[src/wdt_pkg.sv]
// Constants, field positions and carrier types of the guard timer
package wdt_pkg;

    // Register bus
    localparam int unsigned AXI_ADDR_W = 8;
    localparam int unsigned AXI_DATA_W = 32;
    localparam logic [AXI_ADDR_W-1:0] GUARD_REGISTER_ADDR = 8'hd8;
    localparam logic [1:0] RESP_OKAY = 2'h0;
    localparam logic [1:0] RESP_SLVERR = 2'h2;

    // Guard register layout
    localparam int unsigned ACTIVATE_BIT = 0;
    localparam int unsigned SELF_RESET_BIT = 1;
    localparam int unsigned PERIOD_MSB_BIT = 2;
    localparam int unsigned PERIOD_LSB_BIT = 7;
    localparam logic [7:0] GUARD_REGISTER_RESET = 8'hfe;

    // Down-counter: six period bits plus the self-reset bit on top
    localparam int unsigned CNT_W = 7;
    localparam logic [CNT_W-1:0] CNT_SR_ONLY = 7'h40;

    // Timing: internal clock divided by twelve, then a prescaler of 256
    localparam int unsigned CLK_PERIOD_NS = 10;
    localparam int unsigned CLK_DIV = 12;
    localparam int unsigned PRESCALE = 256;
    localparam int unsigned STEP_CYCLES = CLK_DIV * PRESCALE;
    localparam int unsigned MIN_TIMEOUT_CYCLES = 3072;
    localparam int unsigned MAX_TIMEOUT_CYCLES = 196608;
    localparam int unsigned PERIOD_STEPS = 64;
    localparam int unsigned MIN_ARM_INSTR = 28;

    // Live watchdog state
    typedef struct packed {
        logic active;
        logic [CNT_W-1:0] cnt;
    } wdt_state_s;

    // Captured write request
    typedef struct packed {
        logic [AXI_ADDR_W-1:0] addr;
        logic [7:0] data;
        logic strb;
    } wdt_wreq_s;

endpackage

[src/wdt_top.sv]
// Guard timer with AXI4-Lite access to its single register
// Overview of operation
// - Active counter expiring without reload requests a system reset.
// - Each software write of a count reloads the down-counter.
// - Software option: inactive, no reset, stop allowed until activation bit written one.
// - Once active, clearing the activation bit is ignored until device reset.
// - Hardware option: activation bit reads one and ignores writes.
// - Hardware option: stop executes as wait; counting continues.
// - After leaving stop, an active counter resumes where it stopped.
// - Reset loads the register with 0xfe: longest period, inactive.
// - Self-reset bit falling from one to zero while active requests a reset.
// - Period bits are reversed: register bit 7 is counter LSB.
// - Only period bits set the timeout; software keeps self-reset bit one.
// - Timeout selectable in 64 steps, 3072 to 196608 clock cycles.
// - While inactive, a free 7-bit down-timer; reaching zero causes no reset.
// - Counter clocked from the internal clock divided by twelve.
// - At least 28 instructions run after activation before any reset.
// - Watchdog reset restarts the device like an external reset.
`timescale 1ns/1ns
module wdt_top
    import wdt_pkg::*;
#(
    parameter bit HW_ACTIVATION = 1'b0
) (
    // Clock and reset
    input wire logic MCLK,
    input wire logic RESETN,
    // AXI4-Lite write address
    input wire logic [AXI_ADDR_W-1:0] AWADDR,
    input wire logic [2:0] AWPROT,
    input wire logic AWVALID,
    output logic AWREADY,
    // AXI4-Lite write data
    input wire logic [AXI_DATA_W-1:0] WDATA,
    input wire logic [3:0] WSTRB,
    input wire logic WVALID,
    output logic WREADY,
    // AXI4-Lite write response
    output logic [1:0] BRESP,
    output logic BVALID,
    input wire logic BREADY,
    // AXI4-Lite read address
    input wire logic [AXI_ADDR_W-1:0] ARADDR,
    input wire logic [2:0] ARPROT,
    input wire logic ARVALID,
    output logic ARREADY,
    // AXI4-Lite read data
    output logic [AXI_DATA_W-1:0] RDATA,
    output logic [1:0] RRESP,
    output logic RVALID,
    input wire logic RREADY,
    // Core power mode
    input wire logic STOP_MODE,
    output logic STOP_AS_WAIT,
    output logic STOP_ALLOWED,
    // Status and reset request to the reset generator
    output logic WDG_ACTIVE,
    output logic WDG_RESET
);

    // Register bit i maps to counter bit (7 - i) for the period and self-reset bits
    function automatic logic [CNT_W-1:0] reg_to_cnt(input logic [7:0] value);
        logic [CNT_W-1:0] result;
        result = '0;
        for (int i = 0; i < CNT_W; i++) begin
            result[i] = value[PERIOD_LSB_BIT - i];
        end
        return result;
    endfunction

    function automatic logic [7:0] cnt_to_reg(input wdt_state_s st);
        logic [7:0] result;
        result = '0;
        result[ACTIVATE_BIT] = st.active;
        for (int i = 0; i < CNT_W; i++) begin
            result[PERIOD_LSB_BIT - i] = st.cnt[i];
        end
        return result;
    endfunction

    // Under the hardware option the state itself is active from reset, so expiry resets too
    localparam wdt_state_s STATE_RESET = '{
        active: GUARD_REGISTER_RESET[ACTIVATE_BIT] || HW_ACTIVATION,
        cnt: reg_to_cnt(GUARD_REGISTER_RESET)
    };

    // Write channel capture
    logic aw_held;
    logic w_held;
    logic [AXI_ADDR_W-1:0] wr_addr;
    logic [7:0] wr_data;
    logic wr_strb;
    wdt_wreq_s wreq;
    logic do_write;
    logic wr_hit;
    logic [1:0] bresp;
    logic bvalid;

    // Read channel
    logic [AXI_DATA_W-1:0] rdata;
    logic [1:0] rresp;
    logic rvalid;
    logic rd_take;

    // Watchdog core
    wdt_state_s state;
    wdt_state_s next_state;
    logic reset_req;
    logic wdg_reset;
    logic count_en;
    logic tick_div;
    logic tick_step;
    logic reload;
    logic div_restart;

    // Ready outputs are combinational; only one write and one read in flight
    assign AWREADY = !aw_held && !bvalid;
    assign WREADY = !w_held && !bvalid;
    assign ARREADY = !rvalid;
    assign BRESP = bresp;
    assign BVALID = bvalid;
    assign RDATA = rdata;
    assign RRESP = rresp;
    assign RVALID = rvalid;

    // Each capture field has its own register so no variable has two writers
    assign wreq = '{addr: wr_addr, data: wr_data, strb: wr_strb};
    assign do_write = aw_held && w_held && !bvalid;
    assign wr_hit = (wreq.addr[AXI_ADDR_W-1:2] == GUARD_REGISTER_ADDR[AXI_ADDR_W-1:2]);
    assign reload = do_write && wr_hit && wreq.strb;
    assign rd_take = ARVALID && !rvalid;

    // Address and data may arrive in either order
    always_ff @(posedge MCLK or negedge RESETN) begin
        if (!RESETN) begin
            aw_held <= 1'b0;
            wr_addr <= '0;
        end else if (AWVALID && AWREADY) begin
            aw_held <= 1'b1;
            wr_addr <= AWADDR;
        end else if (do_write) begin
            aw_held <= 1'b0;
        end
    end

    always_ff @(posedge MCLK or negedge RESETN) begin
        if (!RESETN) begin
            w_held <= 1'b0;
            wr_data <= '0;
            wr_strb <= 1'b0;
        end else if (WVALID && WREADY) begin
            w_held <= 1'b1;
            wr_data <= WDATA[7:0];
            wr_strb <= WSTRB[0];
        end else if (do_write) begin
            w_held <= 1'b0;
        end
    end

    always_ff @(posedge MCLK or negedge RESETN) begin
        if (!RESETN) begin
            bvalid <= 1'b0;
            bresp <= RESP_OKAY;
        end else if (do_write) begin
            bvalid <= 1'b1;
            bresp <= wr_hit ? RESP_OKAY : RESP_SLVERR;
        end else if (BREADY) begin
            bvalid <= 1'b0;
        end
    end

    // Read returns the live count, so software can use it as a timer
    always_ff @(posedge MCLK or negedge RESETN) begin
        if (!RESETN) begin
            rvalid <= 1'b0;
            rdata <= '0;
            rresp <= RESP_OKAY;
        end else if (rd_take) begin
            rvalid <= 1'b1;
            if (ARADDR[AXI_ADDR_W-1:2] == GUARD_REGISTER_ADDR[AXI_ADDR_W-1:2]) begin
                rdata <= {24'h000000, cnt_to_reg(state)};
                rresp <= RESP_OKAY;
            end else begin
                rdata <= '0;
                rresp <= RESP_SLVERR;
            end
        end else if (RREADY) begin
            rvalid <= 1'b0;
        end
    end

    // Stop freezes the count only where stop really halts the oscillator
    assign count_en = !(STOP_MODE && !HW_ACTIVATION);

    // A reload restarts both stages, so every period is a whole number of steps
    // A watchdog reset restarts them as a pin reset would
    assign div_restart = reload || wdg_reset;
    wdt_div #(
        .DIV(CLK_DIV)
    ) u_div12 (
        .clk(MCLK),
        .rst_n(RESETN),
        .restart(div_restart),
        .en(count_en),
        .tick(tick_div)
    );

    wdt_div #(
        .DIV(PRESCALE)
    ) u_prescale (
        .clk(MCLK),
        .rst_n(RESETN),
        .restart(div_restart),
        .en(tick_div),
        .tick(tick_step)
    );

    // Next state and reset request
    always_comb begin
        next_state = state;
        reset_req = 1'b0;
        if (reload) begin
            next_state.cnt = reg_to_cnt(wreq.data);
            if (HW_ACTIVATION) begin
                next_state.active = 1'b1;
            end else begin
                next_state.active = state.active || wreq.data[ACTIVATE_BIT];
            end
            // Clearing the self-reset bit by software is an immediate reset
            if (next_state.active && state.cnt[CNT_W-1] && !next_state.cnt[CNT_W-1]) begin
                reset_req = 1'b1;
            end
        end else if (tick_step) begin
            next_state.cnt = state.cnt - 1'b1;
            // Self-reset bit falls when the period bits run out
            if (state.active && state.cnt == CNT_SR_ONLY) begin
                reset_req = 1'b1;
            end
        end
    end

    always_ff @(posedge MCLK or negedge RESETN) begin
        if (!RESETN) begin
            state <= STATE_RESET;
        end else if (wdg_reset) begin
            state <= STATE_RESET;
        end else begin
            state <= next_state;
        end
    end

    // One-cycle request; the external generator adds the stabilisation delay
    always_ff @(posedge MCLK or negedge RESETN) begin
        if (!RESETN) begin
            wdg_reset <= 1'b0;
        end else begin
            wdg_reset <= reset_req && !wdg_reset;
        end
    end

    assign WDG_RESET = wdg_reset;
    assign WDG_ACTIVE = state.active || HW_ACTIVATION;
    assign STOP_AS_WAIT = HW_ACTIVATION;
    assign STOP_ALLOWED = !HW_ACTIVATION && !state.active;

endmodule

[src/wdt_div.sv]
// Restartable clock-enable divider used for the divide-by-twelve and the prescaler
`timescale 1ns/1ns
module wdt_div
    import wdt_pkg::*;
#(
    parameter int unsigned DIV = 12
) (
    // Clock and reset
    input wire logic clk,
    input wire logic rst_n,
    // Control
    input wire logic restart,
    input wire logic en,
    // Output enable pulse
    output logic tick
);

    localparam int unsigned W = (DIV > 1) ? $clog2(DIV) : 1;
    localparam logic [W-1:0] LAST = W'(DIV - 1);

    logic [W-1:0] cnt;

    assign tick = en && (cnt == LAST);

    always_ff @(posedge clk or negedge rst_n) begin
        if (!rst_n) begin
            cnt <= '0;
        end else if (restart) begin
            cnt <= '0;
        end else if (en) begin
            if (cnt == LAST) begin
                cnt <= '0;
            end else begin
                cnt <= cnt + 1'b1;
            end
        end
    end

endmodule

[config.mk]
export PLATFORM = sky130hd
export DESIGN_NAME = wdt_top
export DESIGN_NICKNAME = d
export VERILOG_FILES = /design/src/wdt_pkg.sv /design/src/wdt_top.sv /design/src/wdt_div.sv
export SDC_FILE = /design/constraint.sdc
export NUM_CORES = 1
export LEC_CHECK = 0
export ABC_AREA = 1
export BUFFER_PORTS_ARGS = -buffer_cell sky130_fd_sc_hd__buf_2
export CAP_MARGIN = 20
export CORE_MARGIN = 2
export CORE_UTILIZATION = 50
export CTS_CLUSTER_SIZE = 28
export DETAILED_ROUTE_END_ITERATION = 6
export HOLD_SLACK_MARGIN = 0.12
export PLACE_DENSITY = 0.84
export SLEW_MARGIN = 10
export SYNTH_ARGS = -nofsm -noshare
export SYNTH_HDL_FRONTEND = slang
export SYNTH_HIERARCHICAL = 1
export SYNTH_SLANG_ARGS = --single-unit
[constraint.sdc]
create_clock -name MCLK -period 4.6 [get_ports MCLK]
set_clock_uncertainty 0.1 [all_clocks]
set_input_delay 0.92 -clock MCLK [delete_from_list [all_inputs] [get_ports MCLK]]
set_output_delay 0.92 -clock MCLK [all_outputs]
set_load 0.02 [all_outputs]
==> results.sh, run 1 <==
export IMPL_clk_pin_slew_worst_paths_ns=0.08
export IMPL_vias_per_cell=4.869
export IMPL_fin_crit_sh_pct=48.64
export IMPL_dieWidth_um=76.99
export IMPL_basic_gate_share_of_the_synthesized_area_counting_and_or_nand_and_nor_cells_pct=25.22
export IMPL_mostFrequentLayoutCell="sky130_fd_sc_hd__nand2_1"
export IMPL_slowest_stage="sky130_fd_sc_hd__nor3_1"
export IMPL_critical_path_most_common_cell="sky130_fd_sc_hd__nor2_1"
export IMPL_io_pins=111
export IMPL_placeableCoreArea_um2=5140
export IMPL_power_density_nw_per_um2=446.5
export IMPL_vias=2113
export IMPL_synth_compound_area_share_pct=7.140
export IMPL_crit_required_ns=4.75
export IMPL_grt_start_max_net_pins=51
export IMPL_synth_mux_area_fraction_pct=4.650
export IMPL_finalWeightedCongestion=0.8703
export IMPL_firstDrtPassIters=5
export IMPL_final_hold_viol_count=0
export IMPL_cp_max_fo=10
export IMPL_floorplan_rows=26
export IMPL_endpoint_kind="flop"
export IMPL_ys_dominant_reg_cell="sky130_fd_sc_hd__dfrtp_1"
export IMPL_post_synth_inst_count=313
export IMPL_async_flop_share_pct=100.0
export IMPL_synth_ff_latch_count=50
export IMPL_final_net_count=433
export IMPL_critPathMaxStageDelay_ns=0.27
export IMPL_grt_first_pass_wirelength_um=8349
export IMPL_dp_final_hpwl_um=3675
export IMPL_cts_buffers_inserted=5
export IMPL_finalSetupTns_ns=0
export IMPL_worstHoldPathType="reg -> reg"
export IMPL_final_max_slew_violation_count=0
export IMPL_final_setup_viol_count=0
export IMPL_reg2reg_depth=9
export IMPL_crit_reg2reg_launch="BVALID"
export IMPL_syn_avg_cell_area_um2=8.511
export IMPL_clock_latency_ns=0.31
export IMPL_synth_seq_area_share_pct=47.30
export IMPL_worstHoldStart="RDATA[2]"
export IMPL_timing_final_crit_period_ns=2.237
export IMPL_fillCellCount=480
export IMPL_cts_hold_buffers_added=0
export IMPL_leading_cell_types_in_the_layout_fill_and_taps_excluded="sky130_fd_sc_hd__nand2_1 (64), sky130_fd_sc_hd__buf_2 (46), sky130_fd_sc_hd__dfrtp_1 (43)"
export IMPL_arrival_ns=2.38
export IMPL_synth_warning_count=6
export IMPL_clk_path_buf_depth=2
export IMPL_postPlaceCellArea_um2=2855
export IMPL_antenna_violating_nets_post_route=0
export IMPL_startpoint_to_endpoint_class_of_the_critical_path="in -> reg"
export IMPL_root_buffer="sky130_fd_sc_hd__clkbuf_8"
export IMPL_min_delay_worst_endpoint="RDATA[2]"
export IMPL_grt_pass1_vias=1916
export IMPL_static_leakage_power_uw=0.001560
export IMPL_layout_area_overhead_vs_synth_pct=11.37
export IMPL_post_synth_fa_ha_maj_area_fraction_pct=1.879
export IMPL_yosys_cell_types_count=29
export IMPL_cts_tree="yes"
export IMPL_final_layout_size_suffix_gt1_share_pct=23.90
export IMPL_port_buffer_count=46
export IMPL_rr_endpoint="u_prescale/cnt[7]"
export IMPL_cts_htree_levels=2
export IMPL_worstSetupStartpointType="primary input"
export IMPL_crit_chain="buf_2, inv_1, inv_1, nor3_1, inv_1, nor2_1, nor2_1, nand2_2, nand2_1, nor2_1, nor2_1"
export IMPL_grt_overflow_total=0
export IMPL_totalWireLength_um=5059
export IMPL_drtIter0Drc=150
export IMPL_min_path_cells=2
export IMPL_timing_max_cap_violations=0
export IMPL_reg2reg_slack_ns=2.58
export IMPL_post_synth_xor_area_fraction_pct=0.3288
export IMPL_synth_area_um2=2664
export IMPL_track_usage_pct=17.44
export IMPL_clock_sinks=50
export IMPL_grt_antenna_before_repair=0
export IMPL_vdd_ir_drop_worst_v=0.0003802
export IMPL_timing_fmax_mhz=446.9
export IMPL_fp_dieH_um=76.99
export IMPL_post_drt_wl_per_cell_um=11.66
export IMPL_cts_post_setup_buffers_inserted=0
export IMPL_finish_utilization_pct=57.72
export IMPL_stdcell_area_um2=2967
export IMPL_drc=0
export IMPL_synth_enable_flop_cells=0
export IMPL_antennaDiodeCount=0
export IMPL_rsz0062_at_grt="false"
export IMPL_start_util_pct=51.83
export IMPL_die_area_um2=5927
export IMPL_ctsResizeCount=0
export IMPL_outcome="finished clean"
export IMPL_dominant_combinational_cell_family_by_area_after_synthesis="simple AND/OR/NAND/NOR gates"
## where the power goes
group | switching, uW | internal, uW
sequential | 92.6 | 561
clock | 142 | 121
combinational | 250 | 158
## kinds of logic after synthesis
group / count (synthesis)
simple gates: 147
buf+inv: 65
flops: 50
compound gates: 34
mux: 11
fa+ha+maj: 4
other cells: 1
xor+xnor: 1
## worst max path at each step
stage | start | endpoint | slack [ns] | depth (start not counted)
after CTS | STOP_MODE | state[3] | 2.38 | 11
after floorplan | STOP_MODE | state[0] | 2.41 | 10
final | STOP_MODE | state[3] | 2.36 | 11
after global placement | STOP_MODE | state[0] | 2.08 | 11
after detailed placement | STOP_MODE | state[0] | 2.06 | 11
after global routing | STOP_MODE | state[0] | 2.12 | 11
## metal layers
layer	global-route usage [%]	up-vias	share of wire [%]	wire [um]
li1	-	1055	-	-
met1	23.35	961	45	2280
met2	27.98	89	46	2332
met3	4.235	8	7.5	380
met4	5.714	0	1.3	65
met5	0	-	0	0
## critical path, delay by kind of cell
kind,cells,cell delay [ns]
simple gates,7,1.03
buf+inv,4,0.44
## cell usage after synthesis, types with 3 or more instances
library cell              number  area, um^2
sky130_fd_sc_hd__buf_4        27       202.7
sky130_fd_sc_hd__nand2_1      64       240.2
sky130_fd_sc_hd__dfrtp_1      43        1076
sky130_fd_sc_hd__ha_1          4       50.05
sky130_fd_sc_hd__mux2_2       11       123.9
sky130_fd_sc_hd__dfstp_2       7       183.9
sky130_fd_sc_hd__nand4_1      12       75.07
sky130_fd_sc_hd__nand3_1      17       85.08
sky130_fd_sc_hd__nand2_2       7       43.79
sky130_fd_sc_hd__inv_1        33       123.9
sky130_fd_sc_hd__o21ai_0      18       90.09
sky130_fd_sc_hd__nor2_4        3       33.78
sky130_fd_sc_hd__nor2_1       38       142.6
sky130_fd_sc_hd__nor3_1        3       15.01
sky130_fd_sc_hd__a21oi_1      10       50.05
## stage by stage
| stage | setup WS [ns] | std cells | total power, uW | hold slack [ns] |
|---|---|---|---|---|
| final | 2.363 | 434 | 1325 | 0.3927 |
| after floorplan | 2.406 | 339 | 972.8 | 0.3481 |
| after global routing | 2.120 | 434 | 1418 | 0.4222 |
| after detailed placement | 2.056 | 425 | 1070 | 0.3739 |
| after global placement | 2.083 | 425 | 1043 | 0.3593 |
| after CTS | 2.378 | 433 | 1333 | 0.3944 |
## flip-flops by register name, summed over array words and instances (netlist names)
signal and cells:
RDATA 8, wr_addr 6, w_held 1, BRESP 1, u_prescale/cnt 8, u_div12/cnt 4, RRESP 1, WDG_ACTIVE 1
aw_held 1, BVALID 1, state 7, wr_data 8, wr_strb 1, RVALID 1, WDG_RESET 1
## area by class of cell
| cell class | count | area (um^2) | area share (%) |
|---|---|---|---|
| clock inverter | 1 | 5.005 | 0.1687 |
| sequential | 50 | 1260 | 42.47 |
| clock buffer | 7 | 86.33 | 2.910 |
| tap | 70 | 87.58 | 2.952 |
| inverter | 35 | 131.4 | 4.429 |
| timing repair buffer | 47 | 250.2 | 8.435 |
| multi-input combinational | 224 | 1146 | 38.63 |
Note: power is estimated with default switching activity, not from simulation.
==> run 2: changes to the inputs <==
- CORE_UTILIZATION: 50 -> 43
- PLACE_DENSITY: 0.84 -> 0.77
- clock period: 4.6 -> 2 ns (I/O delays scaled with it)
==> run 2 against run 1 <==
  * Total power rose by 140%
  * Combinational power increased by 130%
  * Critical path depth shrank 2
  * Core utilization fell by 6.2 points
  * Highest routed layer unchanged
==> results.sh, run 2 (synthesized netlist as in run 1, its figures left out) <==
export IMPL_final_net_count=444
export IMPL_worstSetupStartpointType="flop"
export IMPL_power_frac_comb_pct=30.4
export IMPL_timing_max_cap_violations=0
export IMPL_io_pins=111
export IMPL_crit_required_ns=2.12
export IMPL_clk_path_buf_depth=2
export IMPL_totalWireLength_um=5131
export IMPL_die_area_um2=6840
export IMPL_dp_final_hpwl_um=3889
export IMPL_mostFrequentLayoutCell="sky130_fd_sc_hd__nand2_1"
export IMPL_crit_chain="ha_1, nand2_1, nor2_4, nand2_2, nor2_1, nor2_1, nand2_2, buf_4, o21ai_0"
export IMPL_power_sequential_fraction_pct=47.6
export IMPL_power_clock_fraction_pct=22.0
export IMPL_start_util_pct=44.73
export IMPL_port_buffer_count=46
export IMPL_final_hold_viol_count=0
export IMPL_worstHoldPathType="in -> reg"
export IMPL_final_max_slew_violation_count=0
export IMPL_finalWeightedCongestion=0.9226
export IMPL_root_buffer="sky130_fd_sc_hd__clkbuf_8"
export IMPL_cts_buffers_inserted=5
export IMPL_p_sw_uw=1111
export IMPL_outcome="finished clean"
export IMPL_clock_latency_ns=0.30
export IMPL_cts_htree_levels=2
export IMPL_vias=2169
export IMPL_power_share_switching_pct=35.28
export IMPL_stdcell_area_um2=3068
export IMPL_post_drt_wl_per_cell_um=11.40
export IMPL_timing_fmax_mhz=550.1
export IMPL_track_usage_pct=16.93
export IMPL_clk_pin_slew_worst_paths_ns=0.09
export IMPL_drtIter0Drc=132
export IMPL_endpoint_kind="flop"
export IMPL_grt_antenna_before_repair=0
export IMPL_cp_max_fo=8
export IMPL_fin_crit_sh_pct=90.90
export IMPL_timing_final_crit_period_ns=1.818
export IMPL_firstDrtPassIters=4
export IMPL_critPathMaxStageDelay_ns=0.40
export IMPL_final_layout_size_suffix_gt1_share_pct=26.40
export IMPL_static_leakage_power_uw=0.001619
export IMPL_layout_area_overhead_vs_synth_pct=15.17
export IMPL_antennaDiodeCount=0
export IMPL_postPlaceCellArea_um2=2929
export IMPL_timing_final_ws_setup_ns=0.1821
export IMPL_slowest_stage="sky130_fd_sc_hd__dfrtp_1"
export IMPL_place_ws_ns=0.07808
export IMPL_power_density_nw_per_um2=1026
export IMPL_fp_dieH_um=82.71
export IMPL_cts_tree="yes"
export IMPL_placeableCoreArea_um2=5956
export IMPL_vias_per_cell=4.820
export IMPL_grt_first_pass_wirelength_um=8935
export IMPL_final_setup_viol_count=0
export IMPL_p_int_uw=2038
export IMPL_clock_sinks=50
export IMPL_grt_overflow_total=0
export IMPL_leading_cell_types_in_the_layout_fill_and_taps_excluded="sky130_fd_sc_hd__nand2_1 (64), sky130_fd_sc_hd__buf_2 (46), sky130_fd_sc_hd__dfrtp_1 (43)"
export IMPL_antenna_violating_nets_post_route=0
export IMPL_grt_start_max_net_pins=21
export IMPL_vdd_ir_drop_worst_v=0.0008116
export IMPL_dieWidth_um=82.71
export IMPL_startpoint_to_endpoint_class_of_the_critical_path="reg -> reg"
export IMPL_floorplan_rows=28
export IMPL_drc=0
export IMPL_arrival_ns=1.94
export IMPL_grt_pass1_vias=2059
==> run 2: cell types whose count changed in the layout (fill, tap and decap cells not counted) <==
cell	change
sky130_fd_sc_hd__buf_4	+11
sky130_fd_sc_hd__buf_12	-1
sky130_fd_sc_hd__bufinv_16	+1
sky130_fd_sc_hd__clkbuf_1	-1
sky130_fd_sc_hd__clkbuf_8	-1
sky130_fd_sc_hd__clkinv_2	+1
sky130_fd_sc_hd__dlygate4sd3_1	+1
sky130_fd_sc_hd__nor3_1	-1
sky130_fd_sc_hd__nor3_2	+1
==> run 2: power by group through the flow <==
stage               logic [uW]  registers (uW)  clock network (uW)
finish                     957            1500                 694
global route              1090            1540                 756
CTS                        966            1490                 722
detailed placement         960            1520                   0
global placement           925            1500                   0
floorplan                  755            1480                   0
==> run 2: what timing repair did <==
action                     CTS  global route
hold buffers                 1             0
hold endpoints to repair    15             0
buffers inserted             0             2
setup endpoints to repair    0             8
gates resized for setup      0             1
==> run 2: path summary, 6_finish.rpt <==
path	start	to	slack [ns]	depth (start not counted)
min in group asynchronous	RESETN	wr_data[7]	0.47	2
max	u_prescale/cnt[0]	state[1]	0.18	9
min reg2reg	RDATA[5]	RDATA[5]	0.39	2
max reg2reg	u_prescale/cnt[0]	state[1]	0.18	9
min	BREADY	BVALID	0.16	2
max in group asynchronous	RESETN	state[1]	0.68	3
==> run 2: cell type report <==
cell class              instances  area [um^2]
fillers                       545         2888
inverters                      35        131.4
repair buffers                 58        322.8
well taps                      75        93.84
clock buffers                   5        68.82
multi-input cells             224         1151
flip-flops and latches         50         1260
clock inverters                 3        40.04
==> run 2: metrics by stage <==
stage / utilization, % / cells / hold WS [ns] / power (uW) / setup TNS (ns)
4_1_cts: 51.18 / 448 / 0.1511 / 3183 / 0
3_5_place_dp: 49.18 / 439 / 0.2715 / 2476 / 0
6_report: 51.51 / 450 / 0.1594 / 3148 / 0
3_3_place_gp: 49.18 / 439 / 0.2609 / 2428 / 0
5_1_grt: 51.51 / 450 / 0.1658 / 3389 / -0.02719
2_1_floorplan: - / 339 / 0.004409 / 2238 / 0
==> run 2: layer usage <==
metal | track usage, % | up-vias | part of all wire [%]
met4 | 5.902 | 0 | 1.8
met5 | 0 | - | 0
met1 | 22.03 | 999 | 46
li1 | - | 1075 | -
met2 | 27.82 | 86 | 45
met3 | 3.804 | 9 | 7.5
==> run 2: critical path: cells and delay by family, from the launching register on <==
| family | cells | cell delay (ns) |
|---|---|---|
| flops | 1 | 0.40 |
| buf+inv | 1 | 0.17 |
| fa+ha+maj | 1 | 0.21 |
| simple gates | 6 | 0.70 |
| compound gates | 1 | 0.15 |
